[src/hw/wdr_defines.vh]
// Shared constants for the watchdog with reload lock
`ifndef WDR_DEFINES_VH
`define WDR_DEFINES_VH

// Register select codes on reg_sel_i
`define WDR_SEL_CTL      3'h0
`define WDR_SEL_UPPER    3'h1
`define WDR_SEL_HIGH     3'h2
`define WDR_SEL_LOW      3'h3
`define WDR_SEL_OTHER    3'h4

// Unlock bytes written to the control address
`define WDR_UNLOCK_1     8'h55
`define WDR_UNLOCK_2     8'haa

// Reset values
`define WDR_RELOAD_RST   24'h000400
`define WDR_CTL_RST      8'h00

// Reset cause register field positions
`define WDR_CAUSE_WDOG   1
`define WDR_CAUSE_STOP   0

// Lock state codes
`define WDR_LK_LOCKED    3'h0
`define WDR_LK_GOT1      3'h1
`define WDR_LK_WANT_U    3'h2
`define WDR_LK_WANT_H    3'h3
`define WDR_LK_WANT_L    3'h4

`endif

[src/hw/wdr_sync3.v]
// Three-flop synchroniser with agreement filter and rising-edge pulse
`timescale 1ns/1ps
module wdr_sync3 (
   input  wire sys_clk_i,
   input  wire rst_n_i,
   input  wire async_i,
   output wire level_o,
   output wire rise_o
);
   reg s1_q;
   reg s2_q;
   reg s3_q;
   reg level_q;
   reg rise_q;

   // The first stage feeds only the second, to contain metastability
   always @(posedge sys_clk_i or negedge rst_n_i) begin
      if (!rst_n_i) begin
         s1_q    <= 1'b0;
         s2_q    <= 1'b0;
         s3_q    <= 1'b0;
         level_q <= 1'b0;
         rise_q  <= 1'b0;
      end else begin
         s1_q   <= async_i;
         s2_q   <= s1_q;
         s3_q   <= s2_q;
         rise_q <= 1'b0;
         if (s2_q == s3_q) begin
            level_q <= s3_q;
            rise_q  <= s3_q & ~level_q;
         end
      end
   end

   assign level_o = level_q;
   assign rise_o  = rise_q;
endmodule // wdr_sync3

[src/hw/wdr_watchdog.v]
// Watchdog counter with time-out reset, stop recovery and reload write lock
`timescale 1ns/1ps
`include "wdr_defines.vh"
module wdr_watchdog (
   input  wire        sys_clk_i,
   input  wire        rst_n_i,
   input  wire        reg_wr_i,
   input  wire [2:0]  reg_sel_i,
   input  wire [7:0]  reg_wdata_i,
   input  wire        watchdog_enable_i,
   input  wire        watchdog_refresh_i,
   input  wire        stop_mode_i,
   input  wire        timeout_reset_select_i,
   input  wire        watchdog_osc_i,
   input  wire        reset_cause_clr_i,
   output wire [7:0]  watchdog_control_o,
   output wire [7:0]  reload_upper_byte_o,
   output wire [7:0]  reload_high_byte_o,
   output wire [7:0]  reload_low_byte_o,
   output wire [23:0] count_o,
   output wire        unlocked_o,
   output wire [1:0]  reset_cause_register_o,
   output wire        timeout_o,
   output wire        sys_reset_o,
   output wire        stop_recovery_o
);
   localparam [2:0] LK_LOCKED = `WDR_LK_LOCKED;
   localparam [2:0] LK_GOT1   = `WDR_LK_GOT1;
   localparam [2:0] LK_WANT_U = `WDR_LK_WANT_U;
   localparam [2:0] LK_WANT_H = `WDR_LK_WANT_H;
   localparam [2:0] LK_WANT_L = `WDR_LK_WANT_L;
   localparam [23:0] RELOAD_RST = `WDR_RELOAD_RST;

   reg  [2:0]  lock_q;
   reg  [2:0]  lock_d;
   reg  [7:0]  ctl_q;
   reg  [7:0]  upper_q;
   reg  [7:0]  high_q;
   reg  [7:0]  low_q;
   reg  [23:0] cnt_q;
   reg         en_q;
   reg         cause_wdog_q;
   reg         cause_stop_q;
   reg         timeout_q;
   reg         sys_reset_q;
   reg         stop_rec_q;
   wire        osc_tick;
   wire        ctl_wr;
   wire        is_unlock1;
   wire        is_unlock2;
   wire        wr_upper;
   wire        wr_high;
   wire        wr_low;
   wire        expire;
   wire        fire_reset;
   wire [23:0] reload_val;

   // Write to a given register select
   function sel_hit;
      input       wr;
      input [2:0] sel;
      input [2:0] want;
      begin
         sel_hit = wr & (sel == want);
      end
   endfunction

   // Oscillator comes from its own domain, so it is synchronised first
   wdr_sync3 u_osc_sync (
      .sys_clk_i (sys_clk_i),
      .rst_n_i   (rst_n_i),
      .async_i   (watchdog_osc_i),
      .level_o   (),
      .rise_o    (osc_tick)
   );

   assign ctl_wr     = sel_hit(reg_wr_i, reg_sel_i, `WDR_SEL_CTL);
   assign is_unlock1 = ctl_wr & (reg_wdata_i == `WDR_UNLOCK_1);
   assign is_unlock2 = ctl_wr & (reg_wdata_i == `WDR_UNLOCK_2);
   assign wr_upper   = sel_hit(reg_wr_i, reg_sel_i, `WDR_SEL_UPPER) & (lock_q == LK_WANT_U);
   assign wr_high    = sel_hit(reg_wr_i, reg_sel_i, `WDR_SEL_HIGH) & (lock_q == LK_WANT_H);
   assign wr_low     = sel_hit(reg_wr_i, reg_sel_i, `WDR_SEL_LOW) & (lock_q == LK_WANT_L);
   assign reload_val = {upper_q, high_q, low_q};

   // Lock state machine
   always @* begin
      lock_d = lock_q;
      if (reg_wr_i) begin
         case (lock_q)
            LK_GOT1: begin
               if (is_unlock2) begin
                  lock_d = LK_WANT_U;
               end else if (is_unlock1) begin
                  lock_d = LK_GOT1;
               end else begin
                  lock_d = LK_LOCKED;
               end
            end
            LK_WANT_U: begin
               if (wr_upper) begin
                  lock_d = LK_WANT_H;
               end else if (is_unlock1) begin
                  lock_d = LK_GOT1;
               end else begin
                  lock_d = LK_LOCKED;
               end
            end
            LK_WANT_H: begin
               if (wr_high) begin
                  lock_d = LK_WANT_L;
               end else if (is_unlock1) begin
                  lock_d = LK_GOT1;
               end else begin
                  lock_d = LK_LOCKED;
               end
            end
            LK_WANT_L: begin
               // Low byte closes the window again
               if (is_unlock1) begin
                  lock_d = LK_GOT1;
               end else begin
                  lock_d = LK_LOCKED;
               end
            end
            default: begin
               if (is_unlock1) begin
                  lock_d = LK_GOT1;
               end else begin
                  lock_d = LK_LOCKED;
               end
            end
         endcase
      end
   end

   always @(posedge sys_clk_i or negedge rst_n_i) begin
      if (!rst_n_i) begin
         lock_q <= LK_LOCKED;
      end else begin
         lock_q <= lock_d;
      end
   end

   // Control and reload byte registers
   always @(posedge sys_clk_i or negedge rst_n_i) begin
      if (!rst_n_i) begin
         ctl_q   <= `WDR_CTL_RST;
         upper_q <= RELOAD_RST[23:16];
         high_q  <= RELOAD_RST[15:8];
         low_q   <= RELOAD_RST[7:0];
      end else begin
         // Unlock bytes do not land in control
         if (ctl_wr && !is_unlock1 && !is_unlock2) begin
            ctl_q <= reg_wdata_i;
         end
         if (wr_upper) begin
            upper_q <= reg_wdata_i;
         end
         if (wr_high) begin
            high_q <= reg_wdata_i;
         end
         if (wr_low) begin
            low_q <= reg_wdata_i;
         end
      end
   end

   // Expire on the tick that reaches zero
   assign expire     = en_q & osc_tick & (cnt_q <= 24'h000001);
   assign fire_reset = expire & timeout_reset_select_i;

   // Counter; it reloads after a time-out so a non-reset time-out repeats
   always @(posedge sys_clk_i or negedge rst_n_i) begin
      if (!rst_n_i) begin
         en_q  <= 1'b0;
         cnt_q <= 24'h000000;
      end else begin
         en_q <= watchdog_enable_i;
         // Load on first enable or refresh
         if ((watchdog_enable_i && !en_q) || (watchdog_refresh_i && en_q)) begin
            cnt_q <= reload_val;
         end else if (expire) begin
            cnt_q <= reload_val;
         end else if (en_q && osc_tick) begin
            cnt_q <= cnt_q - 24'h000001;
         end
      end
   end

   // Time-out actions and reset cause flags; a set wins over a clear
   always @(posedge sys_clk_i or negedge rst_n_i) begin
      if (!rst_n_i) begin
         cause_wdog_q <= 1'b0;
         cause_stop_q <= 1'b0;
         timeout_q    <= 1'b0;
         sys_reset_q  <= 1'b0;
         stop_rec_q   <= 1'b0;
      end else begin
         timeout_q   <= expire;
         sys_reset_q <= fire_reset & ~stop_mode_i;
         stop_rec_q  <= fire_reset & stop_mode_i;
         if (reset_cause_clr_i) begin
            cause_wdog_q <= 1'b0;
            cause_stop_q <= 1'b0;
         end
         if (fire_reset) begin
            cause_wdog_q <= 1'b1;
         end
         if (fire_reset && stop_mode_i) begin
            cause_stop_q <= 1'b1;
         end
      end
   end

   assign watchdog_control_o     = ctl_q;
   assign reload_upper_byte_o    = upper_q;
   assign reload_high_byte_o     = high_q;
   assign reload_low_byte_o      = low_q;
   assign count_o                = cnt_q;
   assign unlocked_o             = (lock_q == LK_WANT_U) | (lock_q == LK_WANT_H) |
                                   (lock_q == LK_WANT_L);
   assign reset_cause_register_o = {cause_wdog_q, cause_stop_q};
   assign timeout_o              = timeout_q;
   assign sys_reset_o            = sys_reset_q;
   assign stop_recovery_o        = stop_rec_q;
endmodule // wdr_watchdog

[config.mk]
export PLATFORM = sky130hd
export DESIGN_NAME = wdr_watchdog
export DESIGN_NICKNAME = d
export VERILOG_FILES = /design/src/hw/wdr_sync3.v /design/src/hw/wdr_watchdog.v
export VERILOG_INCLUDE_DIRS = /design/src /design/src/hw
export SDC_FILE = /design/constraint.sdc
export NUM_CORES = 1
export LEC_CHECK = 0
export ABC_AREA = 1
export ABC_CLOCK_PERIOD_IN_PS = 4450
export BUFFER_PORTS_ARGS = -buffer_cell sky130_fd_sc_hd__buf_2
export CORE_UTILIZATION = 59
export DETAILED_ROUTE_END_ITERATION = 8
export PLACE_DENSITY = 0.86
export SLEW_MARGIN = 10
export SYNTH_ARGS = -nofsm -noshare
export SYNTH_HDL_FRONTEND = slang
export SYNTH_SLANG_ARGS = --single-unit
[constraint.sdc]
create_clock -name sys_clk_i -period 4.45 [get_ports sys_clk_i]
set_input_delay 0.6675 -clock sys_clk_i [delete_from_list [all_inputs] [get_ports sys_clk_i]]
set_output_delay 0.6675 -clock sys_clk_i [all_outputs]
set_load 0.005 [all_outputs]
==> results of run 1 <==
-- per-layer routing --
| metal | part of all wire (%) | vias up | GRT usage [%] |
|---|---|---|---|
| li1 | - | 1706 | - |
| met1 | 44 | 1627 | 41.04 |
| met2 | 48 | 164 | 49.59 |
| met3 | 6.5 | 10 | 3.846 |
| met4 | 1.1 | 0 | 8.947 |
| met5 | 0 | - | 0 |
-- report_power, final --
group,internal [mW],leakage [nW],switching [mW]
clock,0.317,0.106,0.252
sequential,0.697,0.915,0.0898
combinational,0.163,1.39,0.252
total,1.18,2.41,0.594
-- layout make-up --
cell class,count,area (sq um),share of cell area [%]
Sequential cell,70,1753,39.55
Multi-Input combinational cell,349,1703,38.42
Timing Repair Buffer,82,412.9,9.317
Inverter,66,247.7,5.590
Clock buffer,9,123.9,2.795
Clock inverter,7,97.59,2.202
Tap cell,75,93.84,2.117
-- cell families (layout without fill, tap and decap cells) --
group / after synthesis / after routing / share of synthesized area, %
AOI/OAI and AO/OA: 47 / 47 / 7.031
xor gates and xnor gates: 11 / 11 / 2.530
adders and majority gates: 3 / 3 / 0.9197
buffers and inverters: 80 / 164 / 9.264
DFF: 70 / 70 / 46.03
and+or+nand+nor: 288 / 288 / 34.23
-- metrics by stage --
| step | utilization, % | std cells | area [sq um] | setup slack (ns) | hold slack (ns) |
|---|---|---|---|---|---|
| finish | 73.12 | 658 | 4432 | 1.970 | 0.3566 |
| global route | 73.12 | 658 | 4432 | 1.786 | 0.3681 |
| CTS | 73.12 | 658 | 4432 | 2.008 | 0.3594 |
| detailed placement | 69.47 | 642 | 4210 | 2.054 | 0.3418 |
| global placement | 69.47 | 642 | 4210 | 2.043 | 0.3318 |
| floorplan | - | 499 | 3809 | 2.807 | 0.3312 |
-- synth_stat cells (5+ instances only) --
library cell,count,area [sq um]
clkbuf_1,5,18.77
o21ai_0,24,120.1
xor2_1,5,43.79
nand3b_1,5,37.54
xnor2_1,6,52.55
nand3_1,23,115.1
o21ai_1,14,70.07
inv_1,64,240.2
nand4_1,9,56.30
nor2_4,5,56.30
nand2_2,10,62.56
nor2_1,42,157.7
nand2_1,178,668.1
dfrtp_1,69,1727
-- state kept, by name (all words and copies together), names as in the netlist --
name,flops
en_q,1
u_osc_sync.s2_q,1
reload_upper_byte_o,8
lock_q,3
u_osc_sync.rise_o,1
cause_wdog_q,1
u_osc_sync.s3_q,1
u_osc_sync.level_o,1
reload_high_byte_o,8
cause_stop_q,1
watchdog_control_o,8
sys_reset_o,1
reload_low_byte_o,8
stop_recovery_o,1
count_o,24
timeout_o,1
u_osc_sync.s1_q,1
-- critical path, cell delays in order, from the launching register on --
cell,delay [ns]
dfrtp_1,0.45
inv_1,0.09
ha_1,0.30
o21ai_2,0.32
nor2_4,0.09
nor2_2,0.72
o21ai_0,0.24
nand2_1,0.11
nand2_1,0.05
-- worst paths after layout --
check | endpoint | startpoint
worst min register to register | u_osc_sync.s2_q | u_osc_sync.s1_q
max in group asynchronous | reload_high_byte_o[2] | rst_n_i
min in group asynchronous | count_o[4] | rst_n_i
worst max-delay path | count_o[7] | count_o[0]
worst max register to register | count_o[7] | count_o[0]
worst min-delay path | u_osc_sync.s2_q | u_osc_sync.s1_q
==> results.py, run 1 <==
metrics = {
    "logic_synthesis": {
        "synthCells": 499,
        "ys_ff_latch": 70,
        "ys_seq_area_share_pct": 46.02,
        "synth_nets": 521,
        "synth.avg_cell_area_sq_um": 7.633,
        "ys_async_sr_fraction_pct": 100.0,
        "synthesis.area_sq_mm": 0.003809,
        "synthDistinctLibCells": 35,
        "synth_edf_count": 0,
        "synth_flop_cell": "dfrtp_1",
        "yosysWarnings": 0,
    },
    "sta": {
        "setup_viol": 0,
        "tightest_slew_ns": 0.9478,
        "fmax_mhz": 403.1,
        "rsz0062_at_grt": "no",
        "hold_violations": 0,
        "tns_ns": 0,
        "slew_viol_final": 0,
        "fin_crit_sh_pct": 55.74,
        "fin_crit_ns": 2.480,
        "fin_skew_ns": 0.009478,
        "relSlewSlack_pct": 36.75,
    },
    "clock_tree": {
        "clk_path_buf_depth": 2,
        "cts_setup_buffers": 0,
        "numCtsBuffers": 9,
        "cts_root_buffer": "clkbuf_8",
        "clkLatencyLatePin_ns": 0.35,
        "cts_tree": "yes",
        "ctsHoldBuffers": 0,
        "cts.reportedPaths.clkPinSlew_ns": 0.08,
        "cts-resized-gates": 0,
        "clkSinkCount": 70,
        "htreeDepth": 3,
    },
    "pwr": {
        "ir_drop_mv": 0.3115,
        "power.total_mw": 1.771,
        "power.density_mw_per_mm2": 399.6,
        "leakagePower_nw": 2.410,
    },
    "routing": {
        "drt_wl_total_mm": 9.221,
        "firstDrtPassIters": 5,
        "detail-route-antenna-nets": 0,
        "viasPerCell": 5.330,
        "vias": 3507,
        "drtIter0Drc": 399,
        "wl_per_cell_um": 14.01,
        "drc": 0,
    },
    "final_layout": {
        "final_common_cell": "nand2_1",
        "fill_cells": 474,
        "fin_nets": 600,
        "antenna_cells": 0,
        "drive_above_1_share_pct": 22.30,
        "area_delta_synth_final_pct": 16.36,
        "most-common-layout-cells": "nand2_1, buf_2, dfrtp_1",
    },
    "floorplan": {
        "pin_count": 82,
        "die_y_um": 82.35,
        "coreArea_sq_mm": 0.006061,
        "die_x_um": 82.35,
        "row_count": 28,
        "start_util_pct": 62.84,
        "die_area_sq_mm": 0.006781,
    },
    "setup_path": {
        "reg2reg_depth": 8,
        "worstPathArrival_ns": 2.72,
        "path_max_fanout": 24,
        "end_kind": "flip-flop",
        "r2r_slack_ns": 1.97,
        "path_class": "reg -> reg",
        "cp-start-kind": "flip-flop",
        "worstPathRequired_ns": 4.69,
    },
    "placed_design": {
        "dp_hpwl_mm": 6.712,
        "gp_congestion": 0.8653,
        "port_buffers": 81,
    },
    "global_routing": {
        "grt_max_degree": 38,
        "grt_overflow_total": 0,
        "antenna_found_initial": 0,
        "grt_pass1_wl_mm": 15.06,
        "track_usage_pct": 29.89,
        "grt_pass1_vias": 3203,
    },
    "job": {
        "drv_cap": 0,
    },
    "worst_hold_path": {
        "hp-class": "reg -> reg",
        "hold_depth": 0,
    },
    "run_status": {
        "status": "completed",
    },
}
No activity file was read; power rests on OpenSTA's default activity.
==> inputs of run 2 (changes only) <==
--- a/config.mk
+++ b/config.mk
@@ -7,11 +7,11 @@
 export NUM_CORES = 1
 export LEC_CHECK = 0
 export ABC_AREA = 1
-export ABC_CLOCK_PERIOD_IN_PS = 4450
+export ABC_CLOCK_PERIOD_IN_PS = 2150
 export BUFFER_PORTS_ARGS = -buffer_cell sky130_fd_sc_hd__buf_2
-export CORE_UTILIZATION = 59
+export CORE_UTILIZATION = 49
 export DETAILED_ROUTE_END_ITERATION = 8
-export PLACE_DENSITY = 0.86
+export PLACE_DENSITY = 0.76
 export SLEW_MARGIN = 10
 export SYNTH_ARGS = -nofsm -noshare
 export SYNTH_HDL_FRONTEND = slang
==> constraint.sdc (replaced) <==
create_clock -name sys_clk_i -period 2.15 [get_ports sys_clk_i]
set_input_delay 0.3225 -clock sys_clk_i [delete_from_list [all_inputs] [get_ports sys_clk_i]]
set_output_delay 0.3225 -clock sys_clk_i [all_outputs]
set_load 0.005 [all_outputs]
==> run 2 against run 1 <==
Compared with the run above: critical path depth up 1; critical endpoint is now count_o[22]; via count fell by 0.88%; power up 110%; sequential share of layout area shrank 1.0 points; final area up 2.7%.
==> results.py, run 2 (synthesis gave the netlist of run 1 again) <==
metrics = {
    "clock_tree": {
        "cts_root_buffer": "clkbuf_8",
        "cts.reportedPaths.clkPinSlew_ns": 0.08,
        "clk_path_buf_depth": 2,
        "clkSinkCount": 70,
        "cts_tree": "yes",
        "numCtsBuffers": 9,
        "cts-resized-gates": 0,
        "clkLatencyLatePin_ns": 0.34,
        "htreeDepth": 3,
    },
    "pwr": {
        "power.total_mw": 3.689,
        "ir_drop_mv": 0.4233,
        "leakagePower_nw": 2.463,
        "power.density_mw_per_mm2": 810.3,
    },
    "global_routing": {
        "grt_overflow_total": 0,
        "track_usage_pct": 24.50,
        "grt_util_met3_pct": 4.146,
        "grt_pass1_vias": 3223,
        "grt_pass1_wl_mm": 15.81,
        "grt_busiest_layer": "met2",
        "gr-usage-met1_pct": 33.90,
        "grt_max_degree": 35,
        "gr-usage-met2_pct": 39.19,
        "antenna_found_initial": 0,
    },
    "placed_design": {
        "port_buffers": 81,
        "gp_congestion": 0.8995,
        "dp_hpwl_mm": 6.979,
        "dpl_worst_slack_ns": 0.2743,
    },
    "floorplan": {
        "pin_count": 82,
        "die_y_um": 90.17,
        "coreArea_sq_mm": 0.007370,
        "row_count": 31,
        "die_x_um": 90.17,
        "die_area_sq_mm": 0.008130,
        "start_util_pct": 51.68,
    },
    "routing": {
        "vias": 3476,
        "drc": 0,
        "firstDrtPassIters": 5,
        "detail-route-antenna-nets": 0,
        "drtIter0Drc": 288,
        "wl_per_cell_um": 13.55,
        "drt_wl_total_mm": 9.378,
        "viasPerCell": 5.023,
    },
    "final_layout": {
        "area_delta_synth_final_pct": 19.51,
        "antenna_cells": 0,
        "drive_above_1_share_pct": 23.27,
        "fin_nets": 610,
        "most-common-layout-cells": "nand2_1, buf_2, dfrtp_1",
        "final_common_cell": "nand2_1",
        "fill_cells": 676,
        "largest_reg_flops": 24,
    },
    "sta": {
        "hold_violations": 0,
        "relSlewSlack_pct": 68.17,
        "setup_viol": 0,
        "tightest_slew_ns": 0.4763,
        "fmax_mhz": 524.6,
        "slew_viol_final": 0,
        "tns_ns": 0,
        "fin_skew_ns": 0.01042,
        "setup_ws_ns": 0.2436,
        "fin_crit_ns": 1.906,
        "rsz0062_at_grt": "no",
        "fin_crit_sh_pct": 88.67,
    },
    "job": {
        "drv_cap": 0,
    },
    "run_status": {
        "status": "completed",
    },
    "setup_path": {
        "end_kind": "flip-flop",
        "path_max_fanout": 17,
        "cp-start-kind": "flip-flop",
        "worstPathRequired_ns": 2.38,
        "path_class": "reg -> reg",
        "worstPathArrival_ns": 2.14,
    },
    "worst_hold_path": {
        "hp-class": "in -> reg",
    },
}
## run 2: cell count changes in the layout (fill, tap and decap cells not counted), sizes merged
cell         previous run  this run
clkinvlp                2         1
dlygate4sd3             0         1
buf                    82        91
clkbuf                  9        10
## run 2: final timing paths
check | end | slack (ns) | cells after the start | start
worst max-delay path | count_o[22] | 0.24 | 9 | count_o[0]
worst min-delay path | u_osc_sync.s1_q | 0.08 | 1 | watchdog_osc_i
worst max register to register | count_o[22] | 0.24 | 9 | count_o[0]
worst min register to register | u_osc_sync.s2_q | 0.35 | 0 | u_osc_sync.s1_q
max in group asynchronous | reload_high_byte_o[2] | 1.02 | 3 | rst_n_i
min in group asynchronous | watchdog_control_o[3] | 0.44 | 2 | rst_n_i
## run 2: area by class of cell
type                    count  area (sq um)  share of cell area [%]
flip-flops and latches     70          1753                   38.51
multi-input cells         349          1703                   37.41
repair buffers             92         503.0                   11.05
clock buffers              10         127.6                   2.804
well taps                  99         123.9                   2.721
inverters                  66         247.7                   5.443
clock inverters             6         93.84                   2.062
## run 2: routing by layer
metal	wire, um	share of wire [%]	vias up
li1	-	-	1725
met4	129	1.4	0
met5	0	0	-
met1	4221	45	1611
met3	567	6.0	12
met2	4460	48	128
## run 2: report_power, final
group / internal [mW] / switching (mW) / total [mW]
clock: 0.662 / 0.517 / 1.18
combinational: 0.357 / 0.538 / 0.895
sequential: 1.44 / 0.171 / 1.61
total: 2.46 / 1.23 / 3.69
## run 2: what timing repair did
item / 4_1_cts / 5_1_grt
setup buffers: 0 / 0
hold endpoints to repair: 16 / 0
hold buffers: 1 / 0
## run 2: critical path: stages (launching register included)
cell     delay, ns
dfrtp_1       0.44
inv_1         0.08
ha_1          0.30
o21ai_2       0.31
nor2_4        0.10
nor2_2        0.10
buf_4         0.23
nand2_1       0.12
nand3_1       0.08
nand2_1       0.05
## run 2: per-stage QoR
step                      std cells  hold slack [ns]  util (%)  instance area (sq um)
after floorplan                 499          0.02691         -                   3809
after global placement          675           0.2780     58.62                   4320
after detailed placement        675           0.2776     58.62                   4320
after CTS                       692          0.06532     61.77                   4552
after global routing            692          0.06987     61.77                   4552
final                           692          0.08034     61.77                   4552
==> inputs of run 3 (changes only) <==
--- a/config.mk
+++ b/config.mk
@@ -6,10 +6,10 @@
 export SDC_FILE = /design/constraint.sdc
 export NUM_CORES = 1
 export LEC_CHECK = 0
-export ABC_AREA = 1
 export ABC_CLOCK_PERIOD_IN_PS = 2150
 export BUFFER_PORTS_ARGS = -buffer_cell sky130_fd_sc_hd__buf_2
-export CORE_UTILIZATION = 49
+export CORE_ASPECT_RATIO = 2
+export CORE_UTILIZATION = 48
 export DETAILED_ROUTE_END_ITERATION = 8
 export PLACE_DENSITY = 0.76
 export SLEW_MARGIN = 10
==> run 3 against run 2 <==
Compared with the run above: the flow now finishes with violations (hold timing, setup timing); area after synthesis down 10%; global-route usage is 6.0 points higher; clock skew down 0.0060 ns; cell count fell by 19%; wire length increased by 15%; final area increased by 10%; fmax shrank 22%; worst hold slack lost 0.086 ns; via count is 3.5% lower; die area down 7.7%; clock-buffer cell count is the same; critical path type unchanged; critical endpoint is now count_o[20]; highest routed layer unchanged.
==> results.py, run 3 <==
metrics = {
    "run_status": {
        "status": "complete, but fails checks",
        "violations": "hold timing, setup timing",
    },
    "clock_tree": {
        "clkLatencyLatePin_ns": 0.33,
        "ctsHoldBuffers": 0,
        "cts_root_buffer": "clkbuf_16",
        "numCtsBuffers": 9,
        "cts.reportedPaths.clkPinSlew_ns": 0.06,
        "htreeDepth": 3,
        "clk_path_buf_depth": 2,
        "cts_tree": "yes",
        "clkSinkCount": 70,
    },
    "placed_design": {
        "dp_hpwl_mm": 7.297,
        "gp_congestion": 0.8858,
        "port_buffers": 81,
        "place_area_sq_mm": 0.004404,
    },
    "logic_synthesis": {
        "yosysMostFrequentCell": "dfrtp_1",
        "synth.area.top_cells": "dfrtp_1, mux2_2, nand2_1, o21ai_0, or4_1",
        "synth.avg_cell_area_sq_um": 10.78,
        "synth_top_cell_by_area": "dfrtp_1",
        "ys_ff_latch": 70,
        "yosys.area.top_type_share_pct": 50.35,
        "ys_seq_area_share_pct": 51.11,
        "synth_commonest_cells": "dfrtp_1, nand2_1, mux2_2",
        "synthDistinctLibCells": 51,
        "synthesis.area_sq_mm": 0.003430,
        "synth_nets": 340,
        "synth_flop_cell": "dfrtp_1",
        "synthCells": 318,
        "synth_edf_count": 0,
        "yosysWarnings": 0,
        "ys_async_sr_fraction_pct": 100.0,
    },
    "setup_path": {
        "worstPathRequired_ns": 2.40,
        "worstPathArrival_ns": 2.71,
        "r2r_slack_ns": -0.31,
        "path_max_fanout": 5,
        "end_kind": "flip-flop",
        "cp-start-kind": "flip-flop",
        "r2r_end": "count_o[20]",
        "path_class": "reg -> reg",
        "r2r-start": "count_o[8]",
        "reg2reg_depth": 6,
    },
    "global_routing": {
        "grt_pass1_vias": 3424,
        "grt_overflow_total": 0,
        "antenna_found_initial": 0,
        "grt_max_degree": 71,
        "grt_pass1_wl_mm": 16.35,
        "track_usage_pct": 30.52,
    },
    "pwr": {
        "power.density_mw_per_mm2": 898.4,
        "leakagePower_nw": 2.552,
        "netSwitchingFraction_pct": 29.91,
        "clkPwrFrac_pct": 35.6,
        "power.share.combinational_pct": 30.2,
        "netSwitchingPower_mw": 1.345,
        "seqPwrFrac_pct": 34.2,
        "p_int_mw": 3.152,
        "ir_drop_mv": 0.5640,
    },
    "routing": {
        "detail-route-antenna-nets": 0,
        "drc": 0,
        "viasPerCell": 6.004,
        "drt_wl_total_mm": 10.83,
        "firstDrtPassIters": 4,
        "drtIter0Drc": 193,
        "vias": 3356,
        "wl_per_cell_um": 19.37,
    },
    "final_layout": {
        "most-common-layout-cells": "buf_2, dfrtp_1, buf_4",
        "largest_reg_flops": 24,
        "drive_above_1_share_pct": 51.60,
        "final_util_pct": 72.11,
        "area_delta_synth_final_pct": 45.93,
        "final_common_cell": "buf_2",
        "final_area_sq_mm": 0.005005,
        "antenna_cells": 0,
        "fill_cells": 483,
        "fin_nets": 486,
    },
    "floorplan": {
        "coreArea_sq_mm": 0.006940,
        "die_x_um": 61.77,
        "die_y_um": 121.5,
        "row_count": 43,
        "start_util_pct": 49.41,
        "die_area_sq_mm": 0.007508,
        "pin_count": 82,
    },
    "sta": {
        "relSlewSlack_pct": 48.00,
        "tightest_slew_ns": 0.7800,
        "fin_crit_ns": 2.459,
        "hold_violations": 12,
        "whs_ns": -0.005866,
        "setup_viol": 24,
        "rsz0062_at_grt": "yes",
        "slew_viol_final": 0,
        "setup_ws_ns": -0.3087,
        "fin_crit_sh_pct": 114.4,
        "fmax_mhz": 406.7,
        "fin_skew_ns": 0.004441,
    },
    "job": {
        "drv_cap": 0,
    },
    "worst_hold_path": {
        "hp-class": "in -> async",
    },
}
## run 3: changes by cell type after synthesis, moves of 8 or more
| cell | previous run | this run |
|---|---|---|
| a21oi_1 | 0 | 12 |
| inv_1 | 64 | 16 |
| mux2_2 | 0 | 28 |
| nand2_1 | 178 | 29 |
| nand2_2 | 10 | 0 |
| nand3_1 | 23 | 6 |
| nor2_1 | 42 | 18 |
| nor3_1 | 2 | 10 |
| o21ai_1 | 14 | 0 |
| or4_1 | 0 | 11 |
## run 3: how the worst max path moves through the flow
stage,endpoint,cells past startpoint,start
after floorplan,count_o[12],7,count_o[13]
after global placement,count_o[20],5,count_o[21]
after detailed placement,count_o[20],5,count_o[21]
after CTS,count_o[3],7,count_o[8]
after global routing,count_o[20],6,count_o[8]
final,count_o[20],6,count_o[8]
## run 3: timing repair
item,CTS,global route
hold endpoints to repair,0,0
endpoints found under the setup margin,24,24
resized for setup,22,26
setup buffers,4,2
cloned,0,2
pin swaps,9,9
## run 3: kinds of logic (layout without fill, tap and decap cells)
kind of cell | count (synthesis) | after routing | synth area share (%)
and+or+nand+nor | 116 | 116 | 18.86
AOI/OAI and AO/OA | 59 | 59 | 12.11
buffers and inverters | 32 | 183 | 4.305
xor gates and xnor gates | 3 | 3 | 0.7663
DFF | 70 | 70 | 51.11
adders and majority gates | 3 | 3 | 1.021
muxes | 35 | 35 | 11.82
## run 3: metrics by stage
step / hold slack, ns / instances / power (mW) / setup slack, ns / setup TNS (ns)
5_1_grt: 0.03375 / 559 / 4.662 / -0.3192 / -5.555
6_report: -0.005866 / 559 / 4.496 / -0.3087 / -4.693
3_3_place_gp: 0.3443 / 535 / 2.681 / -0.3426 / -6.029
2_1_floorplan: 0.02691 / 318 / 2.089 / -0.3545 / -5.479
4_1_cts: 0.02641 / 555 / 4.392 / -0.2135 / -3.832
3_5_place_dp: 0.3347 / 535 / 2.712 / -0.4036 / -7.203
## run 3: layer usage
layer	vias to the layer above	wire length [um]	share of wire (%)	GRT usage, %
met5	-	0	0	0
met4	0	579	5.3	18.89
met3	54	549	5.1	7.006
met2	167	6046	56	53.29
met1	1666	3651	34	30.87
li1	1469	-	-	-
## run 3: worst max-delay path: stages, from the launching register on
cell and delay [ns]:
dfrtp_1 0.37, or4_4 0.55, buf_4 0.18, or3_4 0.42, or3_4 0.35, nor4_1 0.25
a311o_1 0.25
## run 3: layout make-up
class	instances	area, sq um	share of cell area, %
clock buffer	10	239.0	4.775
clock inverter	6	85.08	1.700
inverter	16	60.06	1.200
multi-input combinational	216	1734	34.65
sequential	70	1754	35.05
tap	90	112.6	2.250
timing repair buffer	151	1020	20.38
## run 3: power groups by stage
stage / registers (mW) / logic [mW] / clock network, mW
floorplan: 1.62 / 0.472 / 0
global placement: 1.54 / 1.14 / 0
detailed placement: 1.55 / 1.17 / 0
CTS: 1.53 / 1.25 / 1.61
global route: 1.55 / 1.44 / 1.67
finish: 1.54 / 1.36 / 1.60
